==> src/hdl/cpf_pkg.sv <==
// Purpose: shared types and constants for the coupler port frame forwarding block
// Assumes: byte-wide frame streams, one byte per cycle per port
// Notes:   port numbering 0..3, port 3 internal and closed

package cpf_pkg;

    localparam int CPF_NUM_PORTS   = 4;
    localparam int CPF_DATA_W      = 8;
    localparam int CPF_SYNC_STAGES = 3;
    localparam logic [1:0] CPF_PORT_UP    = 2'h0;
    localparam logic [1:0] CPF_PORT_CHAIN = 2'h1;
    localparam logic [1:0] CPF_PORT_DOWN  = 2'h2;
    localparam logic [1:0] CPF_PORT_PROC  = 2'h3;
    localparam logic [7:0] CPF_RST_DATA   = 8'h00;
    localparam logic [2:0] CPF_RST_SYNC   = 3'h0;
    localparam logic [63:0] CPF_RST_TIME  = 64'h0;

    // one byte lane of a frame stream
    typedef struct packed {
        logic       valid;
        logic       sof;
        logic       eof;
        logic [7:0] data;
    } cpf_beat_t;

    typedef enum logic [1:0] {
        CPF_REF_OFF    = 2'b00,
        CPF_REF_ACTIVE = 2'b01
    } cpf_ref_state_t;

endpackage

==> src/hdl/cpf_forward.sv <==
// Purpose: frame forwarding ring of a slave_frame_controller with up to four ports
// Assumes: link status pins are asynchronous; frame streams are on sys_clk
// Notes:   processing unit is outside; it sees frames via proc_in/proc_out
`timescale 1ns/10ps

module cpf_forward
    import cpf_pkg::*;
#(
    parameter int NUM_PORTS = CPF_NUM_PORTS
) (
    input  wire logic            sys_clk,
    input  wire logic            rst_n,
    input  wire cpf_beat_t       rx_beat [3],
    output cpf_beat_t            tx_beat [3],
    input  wire logic [2:0]      link_up,
    output cpf_beat_t            proc_in,
    input  wire cpf_beat_t       proc_out,
    input  wire logic            cyclic_enable,
    input  wire logic            ref_candidate,
    input  wire logic [63:0]     local_time,
    output logic                 ref_clock_active,
    output logic [63:0]          ref_time,
    output logic [2:0]           port_open
);

    logic [2:0]     sync1_q, sync1_d;
    logic [2:0]     sync2_q, sync2_d;
    logic [2:0]     sync3_q, sync3_d;
    logic [2:0]     open_q, open_d;
    cpf_beat_t      tx_q [3];
    cpf_beat_t      tx_d [3];
    cpf_beat_t      proc_q, proc_d;
    cpf_beat_t      to_down, to_up;
    cpf_ref_state_t ref_q, ref_d;
    logic [63:0]    rtime_q, rtime_d;

    localparam cpf_beat_t IDLE = '{valid: 1'b0, sof: 1'b0, eof: 1'b0, data: CPF_RST_DATA};

    // link synchronisers: a change counts when stages two and three agree
    always_comb begin
        sync1_d = link_up;
        sync2_d = sync1_q;
        sync3_d = sync2_q;
        open_d  = open_q;
        // ports NUM_PORTS - 1 and above stay closed; more than four ports is not supported
        for (int i = 0; i < NUM_PORTS - 1; i++) begin
            if (sync2_q[i] == sync3_q[i]) begin
                open_d[i] = sync3_q[i];
            end
        end
    end

    always_ff @(posedge sys_clk) begin
        if (!rst_n) begin
            sync1_q <= CPF_RST_SYNC;
            sync2_q <= CPF_RST_SYNC;
            sync3_q <= CPF_RST_SYNC;
            open_q  <= CPF_RST_SYNC;
        end else begin
            sync1_q <= sync1_d;
            sync2_q <= sync2_d;
            sync3_q <= sync3_d;
            open_q  <= open_d;
        end
    end

    // forwarding ring 0 -> 3(proc) -> 1 -> 2 -> 0, closed ports 1 and 2 looped
    always_comb begin
        proc_d = rx_beat[0];
        // port 1 closed: processed datagram goes on to port 2
        if (open_q[1]) begin
            tx_d[1] = proc_out;
            to_down = rx_beat[1];
        end else begin
            tx_d[1] = IDLE;
            to_down = proc_out;
        end
        if (open_q[2]) begin
            tx_d[2] = to_down;
            to_up   = rx_beat[2];
        end else begin
            tx_d[2] = IDLE;
            to_up   = to_down;
        end
        tx_d[0] = open_q[0] ? to_up : IDLE;
    end

    always_ff @(posedge sys_clk) begin
        if (!rst_n) begin
            proc_q <= IDLE;
            for (int i = 0; i < 3; i++) begin
                tx_q[i] <= IDLE;
            end
        end else begin
            proc_q <= proc_d;
            for (int i = 0; i < 3; i++) begin
                tx_q[i] <= tx_d[i];
            end
        end
    end

    // reference clock role
    always_comb begin
        ref_d   = (cyclic_enable && ref_candidate) ? CPF_REF_ACTIVE : CPF_REF_OFF;
        rtime_d = (ref_q == CPF_REF_ACTIVE) ? local_time : rtime_q;
    end

    always_ff @(posedge sys_clk) begin
        if (!rst_n) begin
            ref_q   <= CPF_REF_OFF;
            rtime_q <= CPF_RST_TIME;
        end else begin
            ref_q   <= ref_d;
            rtime_q <= rtime_d;
        end
    end

    assign tx_beat          = tx_q;
    assign proc_in          = proc_q;
    assign port_open        = open_q;
    assign ref_clock_active = (ref_q == CPF_REF_ACTIVE);
    assign ref_time         = rtime_q;
endmodule // cpf_forward

==> config.mk <==
export PLATFORM = sky130hd
export DESIGN_NAME = cpf_forward
export DESIGN_NICKNAME = d
export VERILOG_FILES = /design/src/hdl/cpf_pkg.sv /design/src/hdl/cpf_forward.sv
export SDC_FILE = /design/constraint.sdc
export NUM_CORES = 1
export LEC_CHECK = 0
export ABC_AREA = 1
export BUFFER_PORTS_ARGS = -buffer_cell sky130_fd_sc_hd__buf_2
export CORE_ASPECT_RATIO = 1.1
export CORE_MARGIN = 1
export CORE_UTILIZATION = 47
export DETAILED_ROUTE_END_ITERATION = 6
export PLACE_DENSITY_LB_ADDON = 0.15
export REMOVE_ABC_BUFFERS = 1
export SYNTH_ARGS = -nofsm -noshare
export SYNTH_HDL_FRONTEND = slang
export SYNTH_SLANG_ARGS = --single-unit
==> constraint.sdc <==
create_clock -name sys_clk -period 2.2 [get_ports sys_clk]
set_input_delay 0.44 -clock sys_clk [delete_from_list [all_inputs] [get_ports sys_clk]]
set_output_delay 0.44 -clock sys_clk [all_outputs]
set_load 0.02 [all_outputs]
Yosys cells after proc, flatten, opt, wreduce, memory -nomap -nowiden
Cells that the tools add are included.

storage, ports and cells
  bits in latches = 0
  bits in registers = 122
  output and inout port bits = 112
  RAM bits = 0
  bits of input ports = 115
  memories kept = 0
  ROM bits = 0

cells by class
  div/mod/pow operators = 0
  $add $sub $neg = 0
  multiplexer cells = 3
  shift-type cells = 0
  equality and inequality tests = 4
  bitwise logic cells = 0
  multiply operators = 0
  reductions and logical operators = 4
  $lt $le $gt $ge = 0

operator list
  kind                                                  number
  2-to-1 mux 11 bit                                     2
  AND reduction 2 bit                                   3
  equality test 1 bit                                   3
  equality test 2 x 1 -> 1 bit (second input constant)  1
  logical AND 1 bit                                     1
  2-to-1 mux 1 bit                                      1

Logic depth before layout (Yosys ltp)
Gate-level depths: netlist (run 1).

  depth after elaboration = 2
  mapped depth = 6
  mapped depth without buffers = 5

Worst setup path after synthesis (run 1)
No wires, ideal clock.

  path type = register to register
  from = register open_q[1], in the netlist port_open[1]
  to = register tx_q, in the netlist tx_beat[22]
  path buffers = 1
  arrival = 0.994 ns
  setup slack = 1.097 ns
  stages on the path, launching flop included = 7
  cell sequence = dfxtp_1 > inv_1 > buf_2 > nand2_1 > nand3_1 > nand2_1 > inv_1

between the ends
  longest elaborated chain between the ends = 2

ends and longest elaborated chain
  what                             line               text
  from (decl)                      cpf_forward.sv:29  logic [2:0] open_q, open_d;
  from (signal assigned)           cpf_forward.sv:63  open_q <= open_d;
  2-to-1 mux 11 bit                cpf_forward.sv:71  if (open_q[1]) begin
  2-to-1 mux 11 bit                cpf_forward.sv:78  if (open_q[2]) begin
  to (signal, indexed assignment)  cpf_forward.sv:97  tx_q[i] <= tx_d[i];
  to (decl)                        cpf_forward.sv:30  cpf_beat_t tx_q [3];

Every way passes these cells.
A chain may end at the register's enable or synchronous reset.

Worst setup path after layout (run 1)
  from = register ref_q[0]
  to = output port ref_clock_active

between the ends
  longest elaborated chain between the ends = 1

ends and longest elaborated chain
  what                          line                text
  from (decl)                   cpf_forward.sv:34   cpf_ref_state_t ref_q, ref_d;
  from (signal assigned)        cpf_forward.sv:113  ref_q <= ref_d;
  equality test 2 x 1 -> 1 bit  cpf_forward.sv:121  assign ref_clock_active = (ref_q == CPF_REF_ACTIVE);
  to (decl)                     cpf_forward.sv:21   output logic ref_clock_active,

Every way passes these cells.

==> results of run 1 <==
==> tightest hold or removal path, delay by kind of cell <==
| family | cells | cell delay, ps |
|---|---|---|
| buffers and inverters | 2 | 110 |
| and+or+nand+nor | 1 | 40 |
==> synth_stat cells <==
cell	count	area [um2]
o21ai_0	57	285
nor2_2	10	62.6
and3_1	1	6.26
inv_1	61	229
nand2_2	1	6.26
buf_6	5	56.3
clkbuf_1	7	26.3
a21oi_1	22	110
nand2_1	60	225
buf_8	1	15.0
dfxtp_1	121	2420
buf_4	3	22.5
clkbuf_2	3	15.0
nand3_1	11	55.1
o21ai_1	10	50.1
inv_2	1	3.75
nand2_4	1	11.3
nor2_1	129	484
buf_2	10	50.1
==> metal layers <==
metal | track usage (%) | up-vias | wire length (um)
li1 | - | 2021 | -
met1 | 25.0 | 1801 | 4190
met2 | 39.6 | 196 | 5220
met3 | 10.3 | 26 | 1010
met4 | 10.6 | 0 | 324
met5 | 0 | - | 0
==> power by group <==
group	switching (mW)	leakage (nW)	internal, mW
clock network	0.947	0.266	1.58
registers	0.0358	0.988	2.27
logic	0.259	2.19	0.171
==> worst max path at each step <==
stage	cells after the start	startpoint	end
after floorplan	3	ref_q[0]	ref_time[63]
after global placement	3	ref_q[0]	ref_time[50]
after detailed placement	3	ref_q[0]	ref_time[30]
after CTS	2	ref_q[0]	ref_clock_active
after global routing	2	ref_q[0]	ref_clock_active
final	2	ref_q[0]	ref_clock_active
==> cells by family after synthesis <==
family	Yosys count	synth area share, %
AOI/OAI and AO/OA	89	10.8
buffers and inverters	91	10.1
DFF	121	58.6
and+or+nand+nor	213	20.6
==> metrics by stage <==
| step | util [%] | instances |
|---|---|---|
| 4_1_cts | 69.0 | 860 |
| 3_3_place_gp | 62.5 | 828 |
| 2_1_floorplan | - | 485 |
| 5_1_grt | 69.0 | 860 |
| 6_report | 69.0 | 860 |
| 3_5_place_dp | 62.5 | 828 |
==> final cells by class <==
| type | instances | share of cell area [%] |
|---|---|---|
| Clock buffer | 21 | 7.87 |
| Clock inverter | 11 | 1.67 |
| Inverter | 62 | 3.99 |
| Multi-Input combinational cell | 302 | 22.2 |
| Sequential cell | 121 | 41.5 |
| Tap cell | 111 | 2.38 |
| Timing Repair Buffer | 232 | 20.4 |
==> flip-flops by register name, indices dropped and copies added, names as in the netlist <==
| signal | count |
|---|---|
| tx_beat | 33 |
| sync1_q | 3 |
| ref_time | 64 |
| proc_in | 11 |
| sync3_q | 3 |
| port_open | 3 |
| ref_q | 1 |
| sync2_q | 3 |
==> metrics.md, run 1 <==
| Metric | Value |
|---|---|
| Vias in the first global route | 3,768 |
| Tmin final | 2030 ps |
| WL per Instance | 12.5 um |
| Reg area | 0.00242 mm2 |
| Layout cell share with drive strength beyond 1 | 36.8% |
| CTS root buf | clkbuf_8 |
| Crit Path Category | register to output pin |
| PnR worst setup slack | 169 ps |
| CTS tree | done |
| H-tree Lvls | 4 |
| Kind of end point of the critical path | output pin |
| Drc violations | 0 |
| Worst-skew pair later-pin latency | 500 ps |
| Most common cell after layout, fill and taps aside | buf_2 |
| First-pass GRT wire length | 16,800 um |
| Drt pass-1 iters | 4 |
| Worst vdd ir | 533 uV |
| R2R cell count | 3 |
| Warnings from Yosys | 0 |
| Hold Path Stages | 3 |
| Finished Cell Area | 0.00584 mm2 |
| Yosys reg bits | 121 |
| Hold-fix buffers, CTS | 0 |
| Via count | 4,044 |
| NumNets Final | 851 |
| Area Overhead vs Synth | 41.1% |
| Slew Limit Headroom | 30.3% |
| Slew Limit Fails | 0 |
| Syn Area/Cell | 8.05 um2 |
| Clk buf depth | 2 |
| Gpl congestion | 0.881 |
| Reg-to-Reg Start | ref_q[0] |
| Commonest cells after routing, fill and taps aside | buf_2, nor2_1, dfxtp_1, inv_1, nand2_1 |
| Crit-path slowest cell | dfxtp_1 |
| Worst-Margin Slew | 1040 ps |
| Distinct cells, synth | 19 |
| Status | finished clean |
| Total congestion overflow | 0 |
| RR Endpoint | ref_time[43] |
| Vias per cell | 4.70 |
| Hold_sp | rx_beat[27] |
| Dpl cell area | 0.00528 mm2 |
| P_leak | 3.44 nW |
| CP cell instances | buf_4, buf_2 |
| Hold_ws | 116 ps |
| HPWL after DPL | 7560 um |
| Hold Vio Cnt, Final | 0 |
| Clock Sinks | 121 |
| Chip height | 100 um |
| Reg2Reg Setup Slack | 560 ps |
| Final setup violation count | 0 |
| Delay-heaviest family, CP | flip-flops |
| Clock slew at reported path FFs | 60 ps |
| CP peak stage delay | 640 ps |
| Area of the multi-input gates | 0.00130 mm2 |
| Cells after Synth | 514 |
| RSZ-0062 raised after global routing | false |
| Initial antenna violation count | 0 |
| Ports | 227 |
| HP Class | input pin to register |
| Initial cell density of the core | 48.9% |
| Setup bufs post-CTS | 0 |
| Tcrit/Tclk final | 92.3% |
| WP buf/inv | 2 |
| CP Max Fanout | 18 |
| Max-Cap Viols | 0 |
| Die ar. | 0.00918 mm2 |
| Num CTS Buffers | 17 |
| Filler Cell Count | 726 |
| Die Wd | 91.4 um |
| Sequential element share of the synthesized area | 58.6% |
| Worst EP required | 1760 ps |
| Pre-CTS WS | 609 ps |
| PD cells | 902 mW/mm2 |
| IO buf count | 226 |
| Clk_skew | 10.1 ps |
| Core area | 0.00845 mm2 |
| Cell Area, Synth | 0.00414 mm2 |
| Post-route ant nets | 0 |
| Global Route Usage Sum | 23.3% |
| N_diodes | 0 |
| Post-CTS resize count | 0 |
| FP Rows | 35 |
| Startpoint types | register |
| Max Clk Rate | 492 MHz |
| DRT iter0 DRCs | 148 |
| Post-Route Setup TNS | 0 ps |
| Crit path arrival time | 1590 ps |
| Largest net degree at the start of global routing | 65 |
| Total chip power | 5.26 mW |
| Total wire length | 10,700 um |
| Hold Path Sink | proc_in[5] |
(Power assumes the default switching activity.)
==> inputs of run 2 (changes only) <==
--- a/config.mk
+++ b/config.mk
@@ -7,12 +7,12 @@
 export LEC_CHECK = 0
 export ABC_AREA = 1
 export BUFFER_PORTS_ARGS = -buffer_cell sky130_fd_sc_hd__buf_2
-export CORE_ASPECT_RATIO = 1.1
 export CORE_MARGIN = 1
 export CORE_UTILIZATION = 47
 export DETAILED_ROUTE_END_ITERATION = 6
 export PLACE_DENSITY_LB_ADDON = 0.15
 export REMOVE_ABC_BUFFERS = 1
+export SKIP_CTS_REPAIR_TIMING = 1
 export SYNTH_ARGS = -nofsm -noshare
 export SYNTH_HDL_FRONTEND = slang
 export SYNTH_SLANG_ARGS = --single-unit
==> metrics.md, run 2 (same netlist as run 1, synthesis figures left out) <==
| Metric | Value |
|---|---|
| FP Rows | 33 |
| Drt pass-1 iters | 4 |
| HP Class | input pin to register |
| Gpl congestion | 0.817 |
| Slew Limit Headroom | 58.3% |
| CTS tree | done |
| Worst vdd ir | 653 uV |
| Initial cell density of the core | 49.4% |
| Kind of end point of the critical path | output pin |
| Commonest cells after routing, fill and taps aside | buf_2, nor2_1, dfxtp_1, inv_1, nand2_1 |
| CP cell instances | buf_2 |
| IO buf count | 226 |
| Filler Cell Count | 706 |
| Final setup violation count | 0 |
| HPWL after DPL | 7800 um |
| Core area | 0.00838 mm2 |
| Combinational group share of total power | 7.7% |
| Clk_skew | 8.68 ps |
| Fin util | 70.1% |
| Largest net degree at the start of global routing | 55 |
| H-tree Lvls | 4 |
| CP peak stage delay | 710 ps |
| Delay-heaviest family, CP | flip-flops |
| Net Sw Frac | 22.5% |
| Num CTS Buffers | 17 |
| Tmin final | 1940 ps |
| PD cells | 945 mW/mm2 |
| Total congestion overflow | 0 |
| Max Clk Rate | 517 MHz |
| Via count | 3,923 |
| Global Route Usage Sum | 23.9% |
| First-pass GRT wire length | 16,400 um |
| Vias in the first global route | 3,650 |
| Reg-to-Reg Start | port_open[1] |
| Placed cells | 821 |
| DRT iter0 DRCs | 106 |
| Most common cell after layout, fill and taps aside | buf_2 |
| RSZ-0062 raised after global routing | false |
| WP buf/inv | 1 |
| CP Depth | 1 |
| Crit Path Category | register to output pin |
| Worst EP required | 1760 ps |
| Hold_ws | 111 ps |
| Die Wd | 95.8 um |
| Ports | 227 |
| R2R cell count | 5 |
| Status | finished clean |
| NumNets Final | 850 |
| Clock slew at reported path FFs | 60 ps |
| Initial antenna violation count | 0 |
| Clock Sinks | 121 |
| Tcrit/Tclk final | 88.0% |
| Max FFs per register | 64 |
| Register share of total power | 41.5% |
| Setup crit end | port_open[1] |
| Slew Limit Fails | 0 |
| Worst-skew pair later-pin latency | 510 ps |
| Crit path arrival time | 1500 ps |
| Post-Route Setup TNS | 0 ps |
| N_diodes | 0 |
| CP Max Fanout | 15 |
| Die ar. | 0.00918 mm2 |
| Crit-path slowest cell | dfxtp_1 |
| Hold Vio Cnt, Final | 0 |
| Non-filler cells, final | 853 |
| Chip height | 95.8 um |
| Total wire length | 10,800 um |
| Drc violations | 0 |
| Reg2Reg Setup Slack | 650 ps |
| Area Overhead vs Synth | 42.0% |
| Crit. Startpoint | port_open[1] |
| Internal power | 4.30 mW |
| WL per Instance | 12.7 um |
| Max-Cap Viols | 0 |
| Worst-Margin Slew | 624 ps |
| P_leak | 3.46 nW |
| Vias per cell | 4.60 |
| RR Endpoint | tx_beat[29] |
| Layout cell share with drive strength beyond 1 | 36.8% |
| Startpoint types | register |
| Clk buf depth | 2 |
| Clk pwr share | 50.7% |
| Sw Pwr | 1.25 mW |
| CTS root buf | clkbuf_8 |
| Post-route ant nets | 0 |
## run 2: cell types whose count changed in the layout (fill, tap and decap cells not counted)
cell / change
dfxtp_1: -1
dfxtp_2: +1
buf_4: -1
clkbuf_1: +1
clkinv_2: -1
clkinv_4: -1
bufinv_16: +3
clkbuf_8: -2
## run 2: worst min path at each step
stage          cells after the start          end         from
6_report                           3  proc_in[10]  rx_beat[32]
5_1_grt                            3  proc_in[10]  rx_beat[32]
4_1_cts                            3  proc_in[10]  rx_beat[32]
3_5_place_dp                       2   sync2_q[2]   sync1_q[2]
3_3_place_gp                       2   sync2_q[0]   sync1_q[0]
2_1_floorplan                      2   sync2_q[0]   sync1_q[0]
## run 2: area by class of cell
cell class	instances	area (um2)	area share, %
Sequential cell	121	2420	41.3
Clock inverter	12	174	2.96
Timing Repair Buffer	231	1180	20.1
Inverter	62	233	3.96
Tap cell	105	131	2.24
Clock buffer	20	435	7.41
Multi-Input combinational cell	302	1300	22.1
## run 2: power groups by stage
stage	Clock, mW	Combinational [mW]	Sequential, mW
finish	2.82	0.429	2.31
global route	2.98	0.473	2.31
CTS	2.87	0.432	2.31
detailed placement	0	0.430	2.35
global placement	0	0.424	2.35
floorplan	0	0.0997	2.45
## run 2: per-layer routing
layer | routed length (um) | track usage, % | vias up
li1 | - | - | 2016
met1 | 4310 | 26.1 | 1714
met2 | 5190 | 39.8 | 170
met3 | 1050 | 10.1 | 23
met4 | 291 | 12.1 | 0
met5 | 0 | 0 | -
## run 2: through the flow
step           instance area, um2  setup slack, ps  total power [mW]
6_report                     5870              264              5.55
3_5_place_dp                 5270              600              2.78
3_3_place_gp                 5270              619              2.77
4_1_cts                      5870              239              5.61
2_1_floorplan                3950            -50.5              2.55
5_1_grt                      5870              186              5.76
